===== src/logic/fsk_reload_pkg.sv =====
`default_nettype none
package fsk_reload_pkg;

	localparam int COEF_W = 16;
	localparam int ADDR_W = 10;
	localparam int DATA_W = 32;
	localparam int BE_W   = 4;
	localparam int IDX_W  = 8;
	localparam int SLOT_W = 3;
	localparam int SLOTS  = 6;

	// register indices; byte address is four times the index
	localparam logic [IDX_W-1:0] IDX_SPACE_AMP       = 8'h63;
	localparam logic [IDX_W-1:0] IDX_SPACE_FREQ      = 8'h64;
	localparam logic [IDX_W-1:0] IDX_MARK_AMP        = 8'h65;
	localparam logic [IDX_W-1:0] IDX_MARK_FREQ       = 8'h66;
	localparam logic [IDX_W-1:0] IDX_SPACE_MARK_GAIN = 8'h67;
	localparam logic [IDX_W-1:0] IDX_MARK_SPACE_GAIN = 8'h68;
	localparam logic [IDX_W-1:0] IDX_SHIFT_CTRL      = 8'h6c;
	localparam logic [IDX_W-1:0] IDX_RELOAD_CTRL     = 8'h20;
	localparam logic [IDX_W-1:0] IDX_TONE1_AMP       = 8'h70;
	localparam logic [IDX_W-1:0] IDX_TONE1_FREQ      = 8'h71;
	localparam logic [IDX_W-1:0] IDX_TONE1_TIMER     = 8'h72;
	localparam logic [IDX_W-1:0] IDX_TX_BIT          = 8'h73;
	localparam logic [IDX_W-1:0] IDX_STATUS          = 8'h74;

	// coefficient store slots
	localparam logic [SLOT_W-1:0] SLOT_SPACE_AMP  = 3'h0;
	localparam logic [SLOT_W-1:0] SLOT_SPACE_FREQ = 3'h1;
	localparam logic [SLOT_W-1:0] SLOT_MARK_AMP   = 3'h2;
	localparam logic [SLOT_W-1:0] SLOT_MARK_FREQ  = 3'h3;
	localparam logic [SLOT_W-1:0] SLOT_S2M_GAIN   = 3'h4;
	localparam logic [SLOT_W-1:0] SLOT_M2S_GAIN   = 3'h5;

	// field positions
	localparam int SHIFT_EN_BIT  = 6;
	localparam int RELOAD_EN_BIT = 6;
	localparam int TX_BIT_POS    = 0;
	localparam int STAT_MODE_BIT = 0;
	localparam int STAT_LAST_BIT = 1;
	localparam int STAT_BUSY_BIT = 2;

	// reset values
	localparam logic [COEF_W-1:0] COEF_RST   = 16'h0000;
	localparam logic [COEF_W-1:0] TIMER_RST  = 16'h0000;
	localparam logic              EN_RST     = 1'b0;
	localparam logic              TX_BIT_RST = 1'b1;

	// gain factors are unsigned with this many fraction bits
	localparam int GAIN_FRAC = 14;

	typedef enum logic [2:0] {
		ST_IDLE = 3'h0,
		ST_AMP  = 3'h1,
		ST_FRQ  = 3'h2,
		ST_GAIN = 3'h3,
		ST_MUL  = 3'h4,
		ST_LOAD = 3'h5
	} reload_state_t;

	typedef enum logic [1:0] {
		BUS_IDLE   = 2'h0,
		BUS_FETCH  = 2'h1,
		BUS_ANSWER = 2'h2
	} bus_state_t;

	function automatic logic is_slot(input logic [IDX_W-1:0] idx);
		is_slot = (idx >= IDX_SPACE_AMP) && (idx <= IDX_MARK_SPACE_GAIN);
	endfunction

	function automatic logic [SLOT_W-1:0] slot_of(input logic [IDX_W-1:0] idx);
		logic [IDX_W-1:0] diff;
		diff = idx - IDX_SPACE_AMP;
		slot_of = diff[SLOT_W-1:0];
	endfunction

	// saturates instead of wrapping so a large factor cannot fold the tone
	function automatic logic [COEF_W-1:0] gain_scale(input logic [COEF_W-1:0] amp,
		input logic [COEF_W-1:0] gain);
		logic [2*COEF_W-1:0] prod;
		logic [2*COEF_W-1:0] shifted;
		prod = {{COEF_W{1'b0}}, amp} * {{COEF_W{1'b0}}, gain};
		shifted = prod >> GAIN_FRAC;
		gain_scale = (|shifted[2*COEF_W-1:COEF_W]) ? {COEF_W{1'b1}} : shifted[COEF_W-1:0];
	endfunction

endpackage
`default_nettype wire


===== src/logic/coef_store.sv =====
`timescale 1ns/1ns
`default_nettype none
module coef_store #(
	parameter int W     = 16,
	parameter int DEPTH = 6,
	parameter int AW    = 3
) (
	input  wire logic          mclk,
	input  wire logic          rst_b,
	input  wire logic          wr_en,
	input  wire logic [AW-1:0] wr_addr,
	input  wire logic [W/8-1:0] wr_be,
	input  wire logic [W-1:0]  wr_data,
	input  wire logic [AW-1:0] rd_addr_a,
	output logic      [W-1:0]  rd_data_a,
	input  wire logic [AW-1:0] rd_addr_b,
	output logic      [W-1:0]  rd_data_b
);
	import fsk_reload_pkg::*;

	logic [W-1:0] mem_q [DEPTH];
	logic [W-1:0] rd_a_q;
	logic [W-1:0] rd_b_q;

	for (genvar g = 0; g < DEPTH; g++) begin : g_word
		always_ff @(posedge mclk or negedge rst_b) begin
			if (!rst_b) begin
				mem_q[g] <= W'(COEF_RST);
			end else if (wr_en && (wr_addr == AW'(g))) begin
				for (int b = 0; b < W/8; b++) begin
					if (wr_be[b]) begin
						mem_q[g][b*8 +: 8] <= wr_data[b*8 +: 8];
					end
				end
			end
		end
	end

	// two registered read ports: one for the bus, one for the reload engine
	always_ff @(posedge mclk or negedge rst_b) begin
		if (!rst_b) begin
			rd_a_q <= '0;
			rd_b_q <= '0;
		end else begin
			rd_a_q <= (int'(rd_addr_a) < DEPTH) ? mem_q[rd_addr_a] : '0;
			rd_b_q <= (int'(rd_addr_b) < DEPTH) ? mem_q[rd_addr_b] : '0;
		end
	end

	assign rd_data_a = rd_a_q;
	assign rd_data_b = rd_b_q;
endmodule
`default_nettype wire


===== src/logic/gain_apply.sv =====
`timescale 1ns/1ns
`default_nettype none
module gain_apply (
	input  wire logic [fsk_reload_pkg::COEF_W-1:0] amp,
	input  wire logic [fsk_reload_pkg::COEF_W-1:0] gain,
	input  wire logic                              mclk,
	input  wire logic                              rst_b,
	output logic      [fsk_reload_pkg::COEF_W-1:0] scaled
);
	import fsk_reload_pkg::*;

	logic [COEF_W-1:0] scaled_q;

	// registered so the wide product does not sit in the load path
	always_ff @(posedge mclk or negedge rst_b) begin
		if (!rst_b) begin
			scaled_q <= COEF_RST;
		end else begin
			scaled_q <= gain_scale(amp, gain);
		end
	end

	assign scaled = scaled_q;
endmodule
`default_nettype wire


===== src/logic/fsk_caller_id_oscillator_reload.sv =====
// Functional notes
// - enhanced mode only when both enables set
// - space expiry loads space amplitude coefficient
// - space expiry loads space frequency coefficient
// - mark expiry loads mark amplitude coefficient
// - mark expiry loads mark frequency coefficient
// - space-to-mark change scales amplitude by gain
// - mark-to-space change scales amplitude by gain
//
// Chosen here: the Avalon-MM slave port.
`timescale 1ns/1ns
`default_nettype none
module fsk_caller_id_oscillator_reload (
	input  wire logic                              mclk,
	input  wire logic                              rst_b,
	input  wire logic [fsk_reload_pkg::ADDR_W-1:0] address,
	input  wire logic                              read,
	input  wire logic                              write,
	input  wire logic [fsk_reload_pkg::DATA_W-1:0] writedata,
	input  wire logic [fsk_reload_pkg::BE_W-1:0]   byteenable,
	output logic      [fsk_reload_pkg::DATA_W-1:0] readdata,
	output logic                                   waitrequest,
	output logic      [fsk_reload_pkg::COEF_W-1:0] tone1_amp,
	output logic      [fsk_reload_pkg::COEF_W-1:0] tone1_freq,
	output logic                                   tone1_reload,
	output logic                                   fsk_mode
);
	import fsk_reload_pkg::*;

	////////////////////////////////////////////////////////////////////////////////
	// declarations

	bus_state_t          bus_st_q;
	logic                waitrequest_q;
	logic [DATA_W-1:0]   readdata_q;
	logic [DATA_W-1:0]   read_mux;
	logic [IDX_W-1:0]    idx;
	logic                commit_wr;

	logic                shift_en_q;
	logic                reload_en_q;
	logic                tx_bit_q;
	logic [COEF_W-1:0]   norm_amp_q;
	logic [COEF_W-1:0]   norm_freq_q;
	logic [COEF_W-1:0]   timer_q;
	logic [COEF_W-1:0]   tmr_cnt_q;

	reload_state_t       st_q;
	logic                bit_q;
	logic                trans_q;
	logic                last_bit_q;
	logic [COEF_W-1:0]   amp_q;
	logic [COEF_W-1:0]   freq_q;
	logic [SLOT_W-1:0]   addr_b;
	logic [COEF_W-1:0]   rd_a;
	logic [COEF_W-1:0]   rd_b;
	logic [COEF_W-1:0]   scaled;

	logic [COEF_W-1:0]   tone1_amp_q;
	logic [COEF_W-1:0]   tone1_freq_q;
	logic                tone1_reload_q;
	logic                fsk_mode_q;

	logic                mode_on;
	logic                expire;
	logic                start_fsk;
	logic                start_norm;

	////////////////////////////////////////////////////////////////////////////////
	// bus slave: every access holds waitrequest for two cycles so the
	// registered coefficient store can answer reads

	assign idx       = address[ADDR_W-1:2];
	assign commit_wr = write && (bus_st_q == BUS_ANSWER);

	always_ff @(posedge mclk or negedge rst_b) begin
		if (!rst_b) begin
			bus_st_q      <= BUS_IDLE;
			waitrequest_q <= 1'b1;
			readdata_q    <= '0;
		end else begin
			case (bus_st_q)
				BUS_IDLE: begin
					if (read || write) begin
						bus_st_q <= BUS_FETCH;
					end
				end
				BUS_FETCH: begin
					bus_st_q      <= BUS_ANSWER;
					waitrequest_q <= 1'b0;
					readdata_q    <= read ? read_mux : '0;
				end
				BUS_ANSWER: begin
					bus_st_q      <= BUS_IDLE;
					waitrequest_q <= 1'b1;
				end
				default: begin
					bus_st_q      <= BUS_IDLE;
					waitrequest_q <= 1'b1;
				end
			endcase
		end
	end

	// unmapped indices read as zero and ignore writes
	always_comb begin
		read_mux = '0;
		if (is_slot(idx)) begin
			read_mux[COEF_W-1:0] = rd_a;
		end else begin
			case (idx)
				IDX_SHIFT_CTRL:  read_mux[SHIFT_EN_BIT]  = shift_en_q;
				IDX_RELOAD_CTRL: read_mux[RELOAD_EN_BIT] = reload_en_q;
				IDX_TONE1_AMP:   read_mux[COEF_W-1:0]    = norm_amp_q;
				IDX_TONE1_FREQ:  read_mux[COEF_W-1:0]    = norm_freq_q;
				IDX_TONE1_TIMER: read_mux[COEF_W-1:0]    = timer_q;
				IDX_TX_BIT:      read_mux[TX_BIT_POS]    = tx_bit_q;
				IDX_STATUS: begin
					read_mux[STAT_MODE_BIT] = mode_on;
					read_mux[STAT_LAST_BIT] = last_bit_q;
					read_mux[STAT_BUSY_BIT] = (st_q != ST_IDLE);
				end
				default: read_mux = '0;
			endcase
		end
	end

	////////////////////////////////////////////////////////////////////////////////
	// control bits

	always_ff @(posedge mclk or negedge rst_b) begin
		if (!rst_b) begin
			shift_en_q  <= EN_RST;
			reload_en_q <= EN_RST;
		end else if (commit_wr && byteenable[0]) begin
			if (idx == IDX_SHIFT_CTRL) begin
				shift_en_q <= writedata[SHIFT_EN_BIT];
			end
			if (idx == IDX_RELOAD_CTRL) begin
				reload_en_q <= writedata[RELOAD_EN_BIT];
			end
		end
	end

	always_ff @(posedge mclk or negedge rst_b) begin
		if (!rst_b) begin
			tx_bit_q <= TX_BIT_RST;
		end else if (commit_wr && byteenable[0] && (idx == IDX_TX_BIT)) begin
			tx_bit_q <= writedata[TX_BIT_POS];
		end
	end

	// ordinary tone 1 coefficients and the active timer period
	always_ff @(posedge mclk or negedge rst_b) begin
		if (!rst_b) begin
			norm_amp_q  <= COEF_RST;
			norm_freq_q <= COEF_RST;
			timer_q     <= TIMER_RST;
		end else if (commit_wr) begin
			for (int b = 0; b < COEF_W/8; b++) begin
				if (byteenable[b]) begin
					case (idx)
						IDX_TONE1_AMP:   norm_amp_q[b*8 +: 8]  <= writedata[b*8 +: 8];
						IDX_TONE1_FREQ:  norm_freq_q[b*8 +: 8] <= writedata[b*8 +: 8];
						IDX_TONE1_TIMER: timer_q[b*8 +: 8]     <= writedata[b*8 +: 8];
						default: ;
					endcase
				end
			end
		end
	end

	coef_store #(
		.W     (COEF_W),
		.DEPTH (SLOTS),
		.AW    (SLOT_W)
	) u_store (
		.mclk      (mclk),
		.rst_b     (rst_b),
		.wr_en     (commit_wr && is_slot(idx)),
		.wr_addr   (slot_of(idx)),
		.wr_be     (byteenable[COEF_W/8-1:0]),
		.wr_data   (writedata[COEF_W-1:0]),
		.rd_addr_a (slot_of(idx)),
		.rd_data_a (rd_a),
		.rd_addr_b (addr_b),
		.rd_data_b (rd_b)
	);

	////////////////////////////////////////////////////////////////////////////////
	// active timer: a zero period keeps the oscillator from reloading

	always_ff @(posedge mclk or negedge rst_b) begin
		if (!rst_b) begin
			tmr_cnt_q <= TIMER_RST;
		end else if (timer_q == '0) begin
			tmr_cnt_q <= '0;
		end else if (tmr_cnt_q == '0) begin
			tmr_cnt_q <= timer_q - 16'h0001;
		end else begin
			tmr_cnt_q <= tmr_cnt_q - 16'h0001;
		end
	end

	assign expire  = (timer_q != '0) && (tmr_cnt_q == '0);
	assign mode_on = shift_en_q && reload_en_q;
	// an expiry while a reload is still in flight is dropped; periods below
	// six cycles therefore cannot sustain the enhanced sequence
	assign start_fsk  = expire && mode_on && (st_q == ST_IDLE);
	assign start_norm = expire && !mode_on && (st_q == ST_IDLE);

	////////////////////////////////////////////////////////////////////////////////
	// enhanced reload engine: fetch amplitude, frequency and gain in turn

	always_ff @(posedge mclk or negedge rst_b) begin
		if (!rst_b) begin
			st_q    <= ST_IDLE;
			bit_q   <= TX_BIT_RST;
			trans_q <= 1'b0;
		end else begin
			case (st_q)
				ST_IDLE: begin
					if (start_fsk) begin
						st_q    <= ST_AMP;
						bit_q   <= tx_bit_q;
						trans_q <= tx_bit_q != last_bit_q;
					end
				end
				ST_AMP:  st_q <= ST_FRQ;
				ST_FRQ:  st_q <= ST_GAIN;
				ST_GAIN: st_q <= ST_MUL;
				ST_MUL:  st_q <= ST_LOAD;
				ST_LOAD: st_q <= ST_IDLE;
				default: st_q <= ST_IDLE;
			endcase
		end
	end

	always_comb begin
		case (st_q)
			ST_AMP:  addr_b = bit_q ? SLOT_MARK_AMP : SLOT_SPACE_AMP;
			ST_FRQ:  addr_b = bit_q ? SLOT_MARK_FREQ : SLOT_SPACE_FREQ;
			ST_GAIN: addr_b = bit_q ? SLOT_S2M_GAIN : SLOT_M2S_GAIN;
			default: addr_b = SLOT_SPACE_AMP;
		endcase
	end

	always_ff @(posedge mclk or negedge rst_b) begin
		if (!rst_b) begin
			amp_q  <= COEF_RST;
			freq_q <= COEF_RST;
		end else begin
			if (st_q == ST_FRQ) begin
				amp_q <= rd_b;
			end
			if (st_q == ST_GAIN) begin
				freq_q <= rd_b;
			end
		end
	end

	gain_apply u_gain (
		.amp    (amp_q),
		.gain   (rd_b),
		.mclk   (mclk),
		.rst_b  (rst_b),
		.scaled (scaled)
	);

	always_ff @(posedge mclk or negedge rst_b) begin
		if (!rst_b) begin
			last_bit_q <= TX_BIT_RST;
		end else if (st_q == ST_LOAD) begin
			last_bit_q <= bit_q;
		end
	end

	////////////////////////////////////////////////////////////////////////////////
	// oscillator 1 coefficient outputs

	always_ff @(posedge mclk or negedge rst_b) begin
		if (!rst_b) begin
			tone1_amp_q    <= COEF_RST;
			tone1_freq_q   <= COEF_RST;
			tone1_reload_q <= 1'b0;
		end else if (start_norm) begin
			tone1_amp_q    <= norm_amp_q;
			tone1_freq_q   <= norm_freq_q;
			tone1_reload_q <= 1'b1;
		end else if (st_q == ST_LOAD) begin
			tone1_amp_q    <= trans_q ? scaled : amp_q;
			tone1_freq_q   <= freq_q;
			tone1_reload_q <= 1'b1;
		end else begin
			tone1_reload_q <= 1'b0;
		end
	end

	always_ff @(posedge mclk or negedge rst_b) begin
		if (!rst_b) begin
			fsk_mode_q <= 1'b0;
		end else begin
			fsk_mode_q <= mode_on;
		end
	end

	assign readdata     = readdata_q;
	assign waitrequest  = waitrequest_q;
	assign tone1_amp    = tone1_amp_q;
	assign tone1_freq   = tone1_freq_q;
	assign tone1_reload = tone1_reload_q;
	assign fsk_mode     = fsk_mode_q;

	////////////////////////////////////////////////////////////////////////////////
	// checks

	property p_mode_select;
		@(posedge mclk) disable iff (!rst_b)
		(expire && st_q == ST_IDLE) |=> ((st_q != ST_IDLE) == $past(shift_en_q && reload_en_q));
	endproperty
	a_mode_select: assert property (p_mode_select) else $error("enhanced mode taken without both enables");

	property p_space_amp;
		@(posedge mclk) disable iff (!rst_b)
		(start_fsk && !tx_bit_q && !last_bit_q) |-> ##6
		(tone1_reload_q && tone1_amp_q == $past(rd_b, 4) && $past(addr_b, 5) == SLOT_SPACE_AMP);
	endproperty
	a_space_amp: assert property (p_space_amp) else $error("space amplitude not loaded");

	property p_space_freq;
		@(posedge mclk) disable iff (!rst_b)
		(start_fsk && !tx_bit_q) |-> ##6
		(tone1_freq_q == $past(rd_b, 3) && $past(addr_b, 4) == SLOT_SPACE_FREQ);
	endproperty
	a_space_freq: assert property (p_space_freq) else $error("space frequency not loaded");

	property p_mark_amp;
		@(posedge mclk) disable iff (!rst_b)
		(start_fsk && tx_bit_q && last_bit_q) |-> ##6
		(tone1_reload_q && tone1_amp_q == $past(rd_b, 4) && $past(addr_b, 5) == SLOT_MARK_AMP);
	endproperty
	a_mark_amp: assert property (p_mark_amp) else $error("mark amplitude not loaded");

	property p_mark_freq;
		@(posedge mclk) disable iff (!rst_b)
		(start_fsk && tx_bit_q) |-> ##6
		(tone1_freq_q == $past(rd_b, 3) && $past(addr_b, 4) == SLOT_MARK_FREQ);
	endproperty
	a_mark_freq: assert property (p_mark_freq) else $error("mark frequency not loaded");

	property p_space_to_mark;
		@(posedge mclk) disable iff (!rst_b)
		(start_fsk && tx_bit_q && !last_bit_q) |-> ##6
		(tone1_amp_q == gain_scale($past(rd_b, 4), $past(rd_b, 2)) && $past(addr_b, 3) == SLOT_S2M_GAIN
		&& $past(addr_b, 5) == SLOT_MARK_AMP);
	endproperty
	a_space_to_mark: assert property (p_space_to_mark) else $error("space to mark gain not applied");

	property p_mark_to_space;
		@(posedge mclk) disable iff (!rst_b)
		(start_fsk && !tx_bit_q && last_bit_q) |-> ##6
		(tone1_amp_q == gain_scale($past(rd_b, 4), $past(rd_b, 2)) && $past(addr_b, 3) == SLOT_M2S_GAIN
		&& $past(addr_b, 5) == SLOT_SPACE_AMP);
	endproperty
	a_mark_to_space: assert property (p_mark_to_space) else $error("mark to space gain not applied");

	property p_normal_reload;
		@(posedge mclk) disable iff (!rst_b)
		(expire && !(shift_en_q && reload_en_q) && st_q == ST_IDLE) |=>
		(tone1_reload_q && tone1_amp_q == $past(norm_amp_q) && tone1_freq_q == $past(norm_freq_q)
		&& st_q == ST_IDLE);
	endproperty
	a_normal_reload: assert property (p_normal_reload) else $error("normal coefficients not reloaded");

endmodule
`default_nettype wire


===== config.mk =====
export PLATFORM = sky130hd
export DESIGN_NAME = fsk_caller_id_oscillator_reload
export DESIGN_NICKNAME = d
export VERILOG_FILES = /design/src/logic/fsk_reload_pkg.sv /design/src/logic/coef_store.sv /design/src/logic/gain_apply.sv /design/src/logic/fsk_caller_id_oscillator_reload.sv
export SDC_FILE = /design/constraint.sdc
export NUM_CORES = 1
export LEC_CHECK = 0
export ABC_AREA = 0
export BUFFER_PORTS_ARGS = -buffer_cell sky130_fd_sc_hd__clkbuf_2
export CORE_ASPECT_RATIO = 0.5
export CORE_UTILIZATION = 40
export DETAILED_ROUTE_END_ITERATION = 10
export GPL_TIMING_DRIVEN = 0
export PLACE_DENSITY_LB_ADDON = 0.1
export SLEW_MARGIN = 20
export SYNTH_ARGS = -nofsm -noshare
export SYNTH_HDL_FRONTEND = slang
export SYNTH_HIERARCHICAL = 1
export SYNTH_SLANG_ARGS = --single-unit

===== constraint.sdc =====
create_clock -name mclk -period 11.5 [get_ports mclk]
set_clock_uncertainty 0.15 [all_clocks]
set_input_delay 2.3 -clock mclk [delete_from_list [all_inputs] [get_ports mclk]]
set_output_delay 2.3 -clock mclk [all_outputs]
set_load 0.01 [all_outputs]

---- After elaboration in Yosys (flattened, before gate mapping) ----
Cells that the tools add are included.
storage, ports and cells
  memories ................................ 0
  memory bits (read-only) ................. 0
  RAM bits ................................ 0
  input bits .............................. 50
  bits in latches ......................... 0
  bits in registers ....................... 318
  output and inout bits ................... 67
  word-level logic and storage cells ...... 155
operators by class
  magnitude comparators ................... 6
  add/sub/neg operators ................... 3
  reductions and logical operators ........ 49
  multiplexer cells ....................... 34
  div/mod/pow operators ................... 0
  eq/ne operators ......................... 22
  multipliers ............................. 1
  bitwise logic cells ..................... 2
  shifts and indexed selects .............. 0
operators with widths
  cell                   count
  $mux 16                16
  $bmux 16 s3            2
  $eq 8x7->1 const B     6
  $logic_not 16->1       2
  $mul 16x16->32         1
  $sub 16x1->16 const B  2
  $reduce_and 2->1       15
  $pmux 9 s3             1
  $pmux 3 s3             2
  $reduce_and 3->1       6
  $logic_and 1x1->1      17
  $reduce_bool 16->1     1
  $pmux 3 s5             1
  $eq 3x2->1 const B     4
  $eq 3x3->1 const B     4
  $pmux 1 s5             2
  $eq 8x6->1 const B     1
  $ge 4x4->1 const B     2
  $ge 8x7->1 const B     1
  $le 8x7->1 const B     1
  $not 3->4              2
  $pmux 2 s4             1
  $eq 3x1->1 const B     2
  $logic_not 3->1        2
  17 further kinds       23

---- Logic depth before layout (Yosys ltp) ----
Gate-level depths: netlist (run 1).
  depth after elaboration ................. 7
  mapped depth ............................ 23
  depth with buffers taken out ............ 20

---- Hierarchy ----
Netlist (run 1), hierarchy kept.
by module, submodules not included
  module                           area each (um^2)  times used  cells each  seq. area each (um^2)
  gain_apply                       8,944.8           1           989         400.4
  fsk_caller_id_oscillator_reload  7,528.5           1           687         3,958.8
  coef_store                       5,999.5           1           437         3,203.1

---- Worst setup path before layout (run 1) ----
No wires, ideal clock.
  path kind ............................... register -> register
  start point ............................. register u_store.rd_b_q[7] (netlist: u_store/rd_data_b[7])
  end point ............................... register u_gain.scaled_q[10] (netlist: u_gain/scaled[10])
  data required time ...................... 11,226 ps
  library setup time ...................... 124 ps
  period minus slack after synthesis ...... 5,783 ps
  slack ................................... 5,717 ps
  cell stages (with the launch flop) ...... 22
  path buffers ............................ 3
  data arrival time ....................... 5,509 ps
  cells stage by stage .................... dfrtp_1 -> clkbuf_1 -> nand2_1 -> fa_1 -> fa_1 -> inv_1 -> fa_1 -> fa_1 -> fa_1 -> inv_1 -> fa_1 -> inv_1 -> ha_1 -> buf_6 -> a21oi_4 -> o21ai_2 -> a311oi_1 -> o21a_2 -> a31oi_2 -> o21ai_4 -> buf_6 -> nand3_2
between the ends
  cells in the longest elaborated chain, start to end .. 3
RTL lines
  element                 RTL line              source
  start, declared         coef_store.sv:23      logic [W-1:0] rd_b_q;
  start signal, assigned  coef_store.sv:46      rd_b_q <= (int'(rd_addr_b) < DEPTH) ? mem_q[rd_addr_b] : '0;
  $mul 16x16->32 *        fsk_reload_pkg.sv:82  prod = {{COEF_W{1'b0}}, amp} * {{COEF_W{1'b0}}, gain};
  $reduce_or 2->1         fsk_reload_pkg.sv:84  gain_scale = (|shifted[2*COEF_W-1:COEF_W]) ? {COEF_W{1'b1}} : shifted[COEF_W-1:0];
  $mux 16 *               fsk_reload_pkg.sv:84
  end signal, assigned    gain_apply.sv:19      scaled_q <= gain_scale(amp, gain);
  end, declared           gain_apply.sv:12      logic [COEF_W-1:0] scaled_q;
Every way passes the cells marked *; elsewhere a longest branch is shown, timed or not.
A chain may end at the register's enable or synchronous reset.

---- Final worst setup path (run 1) ----
  start point ............................. register u_store.rd_b_q[8] (netlist: u_store/rd_data_b[8])
  end point ............................... register u_gain.scaled_q[3] (netlist: u_gain/scaled[3])
Same word-level chain as after synthesis.

==> results.cfg, run 1 <==
[outcome]
status = completed

[critical_path]
path_max_fanout = 10
crit_start = u_store/rd_data_b[8]
timing.rr.start = u_store/rd_data_b[8]
arrival_ns = 7.59
end_kind = flop
critical_path_class = flop to flop
crit_family = adder cells
ff2ff_setup_slack_ns = 4.15
cpMostUsedCell = fa_1
path_cells = clkbuf_1 > nand2_1 > fa_1 > fa_1 > inv_1 > fa_1 > fa_1 > fa_1 > inv_1 > fa_1 > inv_1 > ha_1 > buf_2 > nand3_2 > nor3_1 > o211ai_1 > o21ai_2 > o21ai_2 > a31oi_4 > buf_12 > nand3_2
cp_slowest_stage_delay_ns = 0.99
path_depth = 21
reg2reg_depth = 21
start_kind = flop
endpoint = u_gain/scaled[3]
cp_slowest_cell = dfrtp_1
r2r-end = u_gain/scaled[3]
cp.buffers_inverters = 6
worstPathRequired_ns = 11.75

[global_route]
grt_antenna_before_repair = 2
overflow = 0
grt_max_degree = 91
grt_pass1_vias = 16900
grt_util_all_layers = 0.241
grt_pass1_wl_um = 104000

[placed_design]
gp_congestion = 0.892
place_hpwl_um = 50400
place_worst_setup_slack_ns = 4.22
portBuffers = 79

[floorplan]
die_w_um = 337
die_h_um = 170
core_area_um2 = 54600
start_util = 0.412
num_rows = 60
fp.dieArea_um2 = 57200
ios = 117

[synthesis]
synthDistinctLibCells = 94
syn_avg_cell_area_um2 = 10.6
synth_seq_cells = 302
synthesis.instances = 2113
yosys-top-cells-count = dfrtp_1, nand2_1, inv_1, fa_1, and2_1
synth_area_um2 = 22500
ys_warn_count = 6
synth_ff_type = dfrtp_1
ys_top_cells_by_area = dfrtp_1, fa_1, ha_1, mux2_2, mux2i_1
synth-edff-count = 0
yosysTopAreaCellShare = 0.332
yosysMostFrequentCell = dfrtp_1
yosysTopAreaCell = dfrtp_1
ys_seq_area_frac = 0.337
synthArstFlopShare = 1.00

[detailed_routing]
viasPerCell = 5.35
dr.pass1.iters = 5
drc = 0
vias = 16100
ant_nets = 0
drt-initial-drc-count = 1008
post_drt_wl_per_cell_um = 22.1
routed_wirelength_um = 66600

[finish]
drive_above_1_share = 0.159
synthToLayoutAreaGrowth_pct = 11.6
nets = 2595

[cts]
ctsResizeCount = 0
post_cts_buffers = 0
cts_tree = built
cts_max_level = 2
clk_pin_slew_ns = 0.06
clk_latency_ns = 0.52
cts_buffer_depth = 3
hold_buffers = 0
cts-root-buf = clkbuf_16
numCtsBuffers = 34
numClockSinks = 302

[timing]
rsz0062_at_grt = no
final-max-slew-violation-count = 0
setup_viol = 0
hold_viol_final = 0
fin_crit_ns = 7.35
slew_headroom = 0.276
worst_pin_slew_ns = 1.09
fin_crit_sh = 0.639
tns_ns = 0
setup_slack_ns = 4.15
max_clock_freq_mhz = 136

[min_path]
hp-class = flop to flop

[power]
powerDensity_nw_per_um2 = 96.4
p_total_mw = 2.42
leakage_nw = 12.5
vdd_drop_max_v = 0.0000820

[flow_run]
max_cap_violations = 0
flip-flops by register name, indices dropped and copies added (netlist names), 2 cells and up:
name	count
u_gain/scaled	16
norm_amp_q	16
tone1_freq	16
tmr_cnt_q	16
amp_q	16
u_store/rd_data_b	16
freq_q	16
tone1_amp	16
u_store/mem_q	96
timer_q	16
readdata	16
norm_freq_q	16
st_q	3
u_store/rd_data_a	16
bus_st_q	2
through the flow:
| stage | instance area [um^2] | instances | hold slack, ns | utilization |
|---|---|---|---|---|
| CTS | 25100 | 3012 | 0.318 | 0.459 |
| finish | 25100 | 3014 | 0.315 | 0.459 |
| global placement | 23900 | 2951 | 0.301 | 0.437 |
| floorplan | 22500 | 2128 | 0.280 | - |
| detailed placement | 23900 | 2954 | 0.310 | 0.439 |
| global route | 25100 | 3012 | 0.323 | 0.459 |
layout by cell type, fill, tap and decap left out, types with 13 or more instances in the layout:
master     count
dfrtp_1      298
nand2_1      250
inv_1        224
fa_1         193
and2_1       127
mux2_2       115
mux2i_1      112
ha_1         106
clkbuf_2      78
clkbuf_1      71
a21oi_1       59
nor2_1        54
mux2_1        50
clkbuf_16     37
o21ai_0       28
o21ai_1       26
buf_2         25
a21o_1        25
or3_1         22
buf_4         19
nand3_1       18
a22oi_1       18
xnor2_1       17
a221o_1       16
conb_1        16
o221ai_1      16
o32a_1        16
nor3_1        15
a222oi_1      13
where the power goes:
part,total [mW],leakage (nW),switching [mW],internal [mW]
Clock,1.08,0.554,0.437,0.641
Sequential,1.13,4.17,0.0397,1.09
Combinational,0.205,7.76,0.133,0.0722
Total,2.42,12.5,0.610,1.81
area by class of cell:
type                    count  area [um^2]
clock buffers              50         1060
repair buffers             82          487
diodes                      2         5.00
inverters                 226          848
fillers                  5248        29500
plain buffers             119          588
clock inverters             8         46.3
multi-input cells        1481        13500
flip-flops and latches    302         7560
well taps                 744          931
how the worst min path moves through the flow:
| stage | start | endpoint | depth (start not counted) |
|---|---|---|---|
| 2_1_floorplan | bus_st_q[0] | bus_st_q[0] | 1 |
| 3_3_place_gp | bus_st_q[0] | bus_st_q[0] | 1 |
| 3_5_place_dp | bus_st_q[0] | bus_st_q[0] | 1 |
| 4_1_cts | bus_st_q[0] | bus_st_q[0] | 1 |
| 5_1_grt | bus_st_q[0] | bus_st_q[0] | 1 |
| 6_report | bus_st_q[0] | bus_st_q[0] | 1 |
layer usage:
metal / share of wire / vias up / global-route usage
met3: 0.040 / 94 / 0.0250
met5: 0 / - / 0
met4: 0.024 / 0 / 0.0599
met1: 0.47 / 8275 / 0.345
li1: - / 7403 / -
met2: 0.46 / 352 / 0.390
cell families (layout without fill, tap and decap cells):
group / Yosys count / in the layout / share of synthesized area
XOR/XNOR: 28 / 28 / 0.0109
other: 1 / 18 / 0.000167
adder cells (fa/ha/maj): 299 / 299 / 0.231
flip-flops: 302 / 302 / 0.337
buffers and inverters: 345 / 485 / 0.0639
multiplexers: 277 / 277 / 0.133
AND/OR/NAND/NOR: 572 / 572 / 0.131
AO/OA/AOI/OAI: 289 / 289 / 0.0944
(Power assumes the default switching activity.)
==> inputs of run 2 (changes only) <==
ABC_AREA = 1   (was 0)
clock period = 7.45 ns   (was 11.5 ns; I/O delays follow)
==> run 2 against run 1 <==
Net effect: register-to-register slack got worse by 3.8 ns; cell count is 37% higher; non-clock buffer count increased by 46; power grew to 3.8 times the previous value; clock power is 59% higher; via count is 27% higher; setup slack lost 3.8 ns; count of clock-buffer cells in the layout up 1; fmax increased by 3.6%; hold slack got worse by 0.032 ns.
==> results.cfg, run 2 <==
[outcome]
status = completed

[global_route]
grt_pass1_wl_um = 118000
grt_util_all_layers = 0.250
grt_antenna_before_repair = 4
overflow = 0
grt_max_degree = 79
grt_pass1_vias = 20600

[critical_path]
path_max_fanout = 10
crit_start = amp_q[5]
critical_path_class = flop to flop
r2r-end = u_gain/scaled[14]
timing.rr.start = amp_q[5]
end_kind = flop
ff2ff_setup_slack_ns = 0.36
arrival_ns = 7.35
worstPathRequired_ns = 7.71
reg2reg_depth = 25
start_kind = flop

[min_path]
hp-class = flop to flop
worstHoldStart = bus_st_q[0]
hold_path_depth = 1
whs_endpoint = bus_st_q[0]

[finish]
final_util = 0.456
largest-register = u_store/mem_q
register_area_um2 = 7560
synthToLayoutAreaGrowth_pct = 11.1
drive_above_1_share = 0.0750
largest_register_ffs = 96
multi_input_area_um2 = 13500
nets = 3684
final_cell_mix = nand2_1, inv_1, dfrtp_1, nand3_1, fa_1
n_antenna_cell = 0
filler_cell_count = 6058
layout_commonest_cell = nand2_1

[synthesis]
synth_area_um2 = 23900
synthDistinctLibCells = 44
synth_ff_type = dfrtp_1
yosysTopAreaCell = dfrtp_1
synth_seq_cells = 302
ys_seq_area_frac = 0.317
synthArstFlopShare = 1.00
ys_top_cells_by_area = dfrtp_1, nand2_1, fa_1, inv_1, ha_1
yosysTopAreaCellShare = 0.312
synth-edff-count = 0
yosys-top-cells-count = nand2_1, inv_1, dfrtp_1, nand3_1, fa_1
ys_warn_count = 6
syn_avg_cell_area_um2 = 7.46
yosysMostFrequentCell = nand2_1
synthesis.instances = 3203

[timing]
fin_crit_ns = 7.09
worst_pin_slew_ns = 0.972
hold_viol_final = 0
slew_headroom = 0.345
fin_crit_sh = 0.952
final-max-slew-violation-count = 0
setup_viol = 0
max_clock_freq_mhz = 141
setup_slack_ns = 0.357
rsz0062_at_grt = no

[power]
vdd_drop_max_v = 0.000369
switching_share = 0.495
pwr-share-comb = 0.582
leakage_nw = 14.8
powerDensity_nw_per_um2 = 345
switchingPower_mw = 4.54
p_int_mw = 4.63
seq_power_share = 0.230
clkPwrFrac = 0.188

[detailed_routing]
dr.pass1.iters = 7
post_drt_wl_per_cell_um = 18.1
wl_met3_um = 3790
top_layer_used = met4
drt-met1-wl_um = 35100
viasPerCell = 4.97
wl_met2_um = 33800
drt-initial-drc-count = 1560
vias = 20500
routed_wirelength_um = 74500
ant_nets = 0
drc = 0

[cts]
hold_buffers = 0
numCtsBuffers = 34
cts_buffer_depth = 3
clk_pin_slew_ns = 0.06
cts_tree = built
clk_latency_ns = 0.53
cts-root-buf = clkbuf_16
numClockSinks = 302
cts_max_level = 2

[floorplan]
core_area_um2 = 58200
die_h_um = 175
fp.dieArea_um2 = 60800
ios = 117
num_rows = 62
die_w_um = 348
start_util = 0.411

[placed_design]
portBuffers = 79
place_hpwl_um = 60200
place_worst_setup_slack_ns = 0.334
gp_congestion = 0.948

[flow_run]
max_cap_violations = 0
run 2: metrics by stage:
stage	power, mW	TNS, ns	hold slack (ns)	area [um^2]	cells
finish	9.17	0	0.283	26500	4126
CTS	9.18	0	0.287	26500	4128
global placement	7.42	-584.05	0.271	25300	4065
detailed placement	7.39	0	0.279	25400	4069
global route	9.92	0	0.299	26500	4126
floorplan	5.69	0	0.258	23900	3218
run 2: cell type report:
class | count | area share
Timing Repair Buffer | 83 | 0.0194
Clock buffer | 51 | 0.0379
Tap cell | 768 | 0.0362
Inverter | 574 | 0.0812
Sequential cell | 302 | 0.285
Buffer | 164 | 0.0289
Multi-Input combinational cell | 2176 | 0.507
Clock inverter | 8 | 0.00457
run 2: worst max-delay path by stage:
| stage | slack (ns) | depth (start not counted) | end |
|---|---|---|---|
| detailed placement | 0.33 | 26 | u_gain/scaled[14] |
| CTS | 0.29 | 26 | u_gain/scaled[14] |
| finish | 0.36 | 25 | u_gain/scaled[14] |
| global placement | -2.00 | 1 | amp_q[10] |
| global route | 0.07 | 26 | u_gain/scaled[14] |
| floorplan | 1.62 | 25 | u_gain/scaled[6] |
run 2: critical path: stages (launching register included):
cell,delay [ns]
dfrtp_1,0.37
clkbuf_1,0.58
clkbuf_1,0.54
nand2_1,0.15
fa_1,0.50
inv_1,0.05
fa_1,0.50
inv_1,0.05
fa_1,0.56
inv_1,0.06
fa_1,0.47
fa_1,0.50
inv_1,0.05
fa_1,0.53
inv_1,0.06
ha_1,0.40
nand2_1,0.15
nor4_1,0.40
nand2_1,0.12
nand2_2,0.11
nand2_2,0.08
nand3_1,0.09
nand2_2,0.07
nor2_4,0.19
buf_8,0.18
nand2_2,0.06
run 2: what timing repair did:
action,CTS,global route
endpoints found under the setup margin,0,10
buffers inserted,0,0
resized for setup,0,6
run 2: cells by family (layout without fill, tap and decap cells):
kind of cell,Yosys count,in the layout,synth area share
other cells,1,16,0.000157
flops,302,302,0.317
simple gates,1564,1564,0.270
fa+ha+maj,299,299,0.217
buf+inv,740,880,0.122
mux,16,16,0.00670
compound gates,269,269,0.0620
xor+xnor,12,12,0.00440
run 2: power groups by stage:
stage | clock network (mW) | registers, mW | logic (mW)
5_1_grt | 1.83 | 2.14 | 5.95
2_1_floorplan | 0 | 2.08 | 3.61
4_1_cts | 1.77 | 2.10 | 5.32
6_report | 1.72 | 2.11 | 5.33
3_5_place_dp | 0 | 2.13 | 5.27
3_3_place_gp | 0 | 2.13 | 5.29
run 2: layer usage:
| layer | vias to the layer above | track usage |
|---|---|---|
| li1 | 9962 | - |
| met4 | 0 | 0.0677 |
| met2 | 521 | 0.405 |
| met1 | 9904 | 0.354 |
| met5 | - | 0 |
| met3 | 103 | 0.0336 |
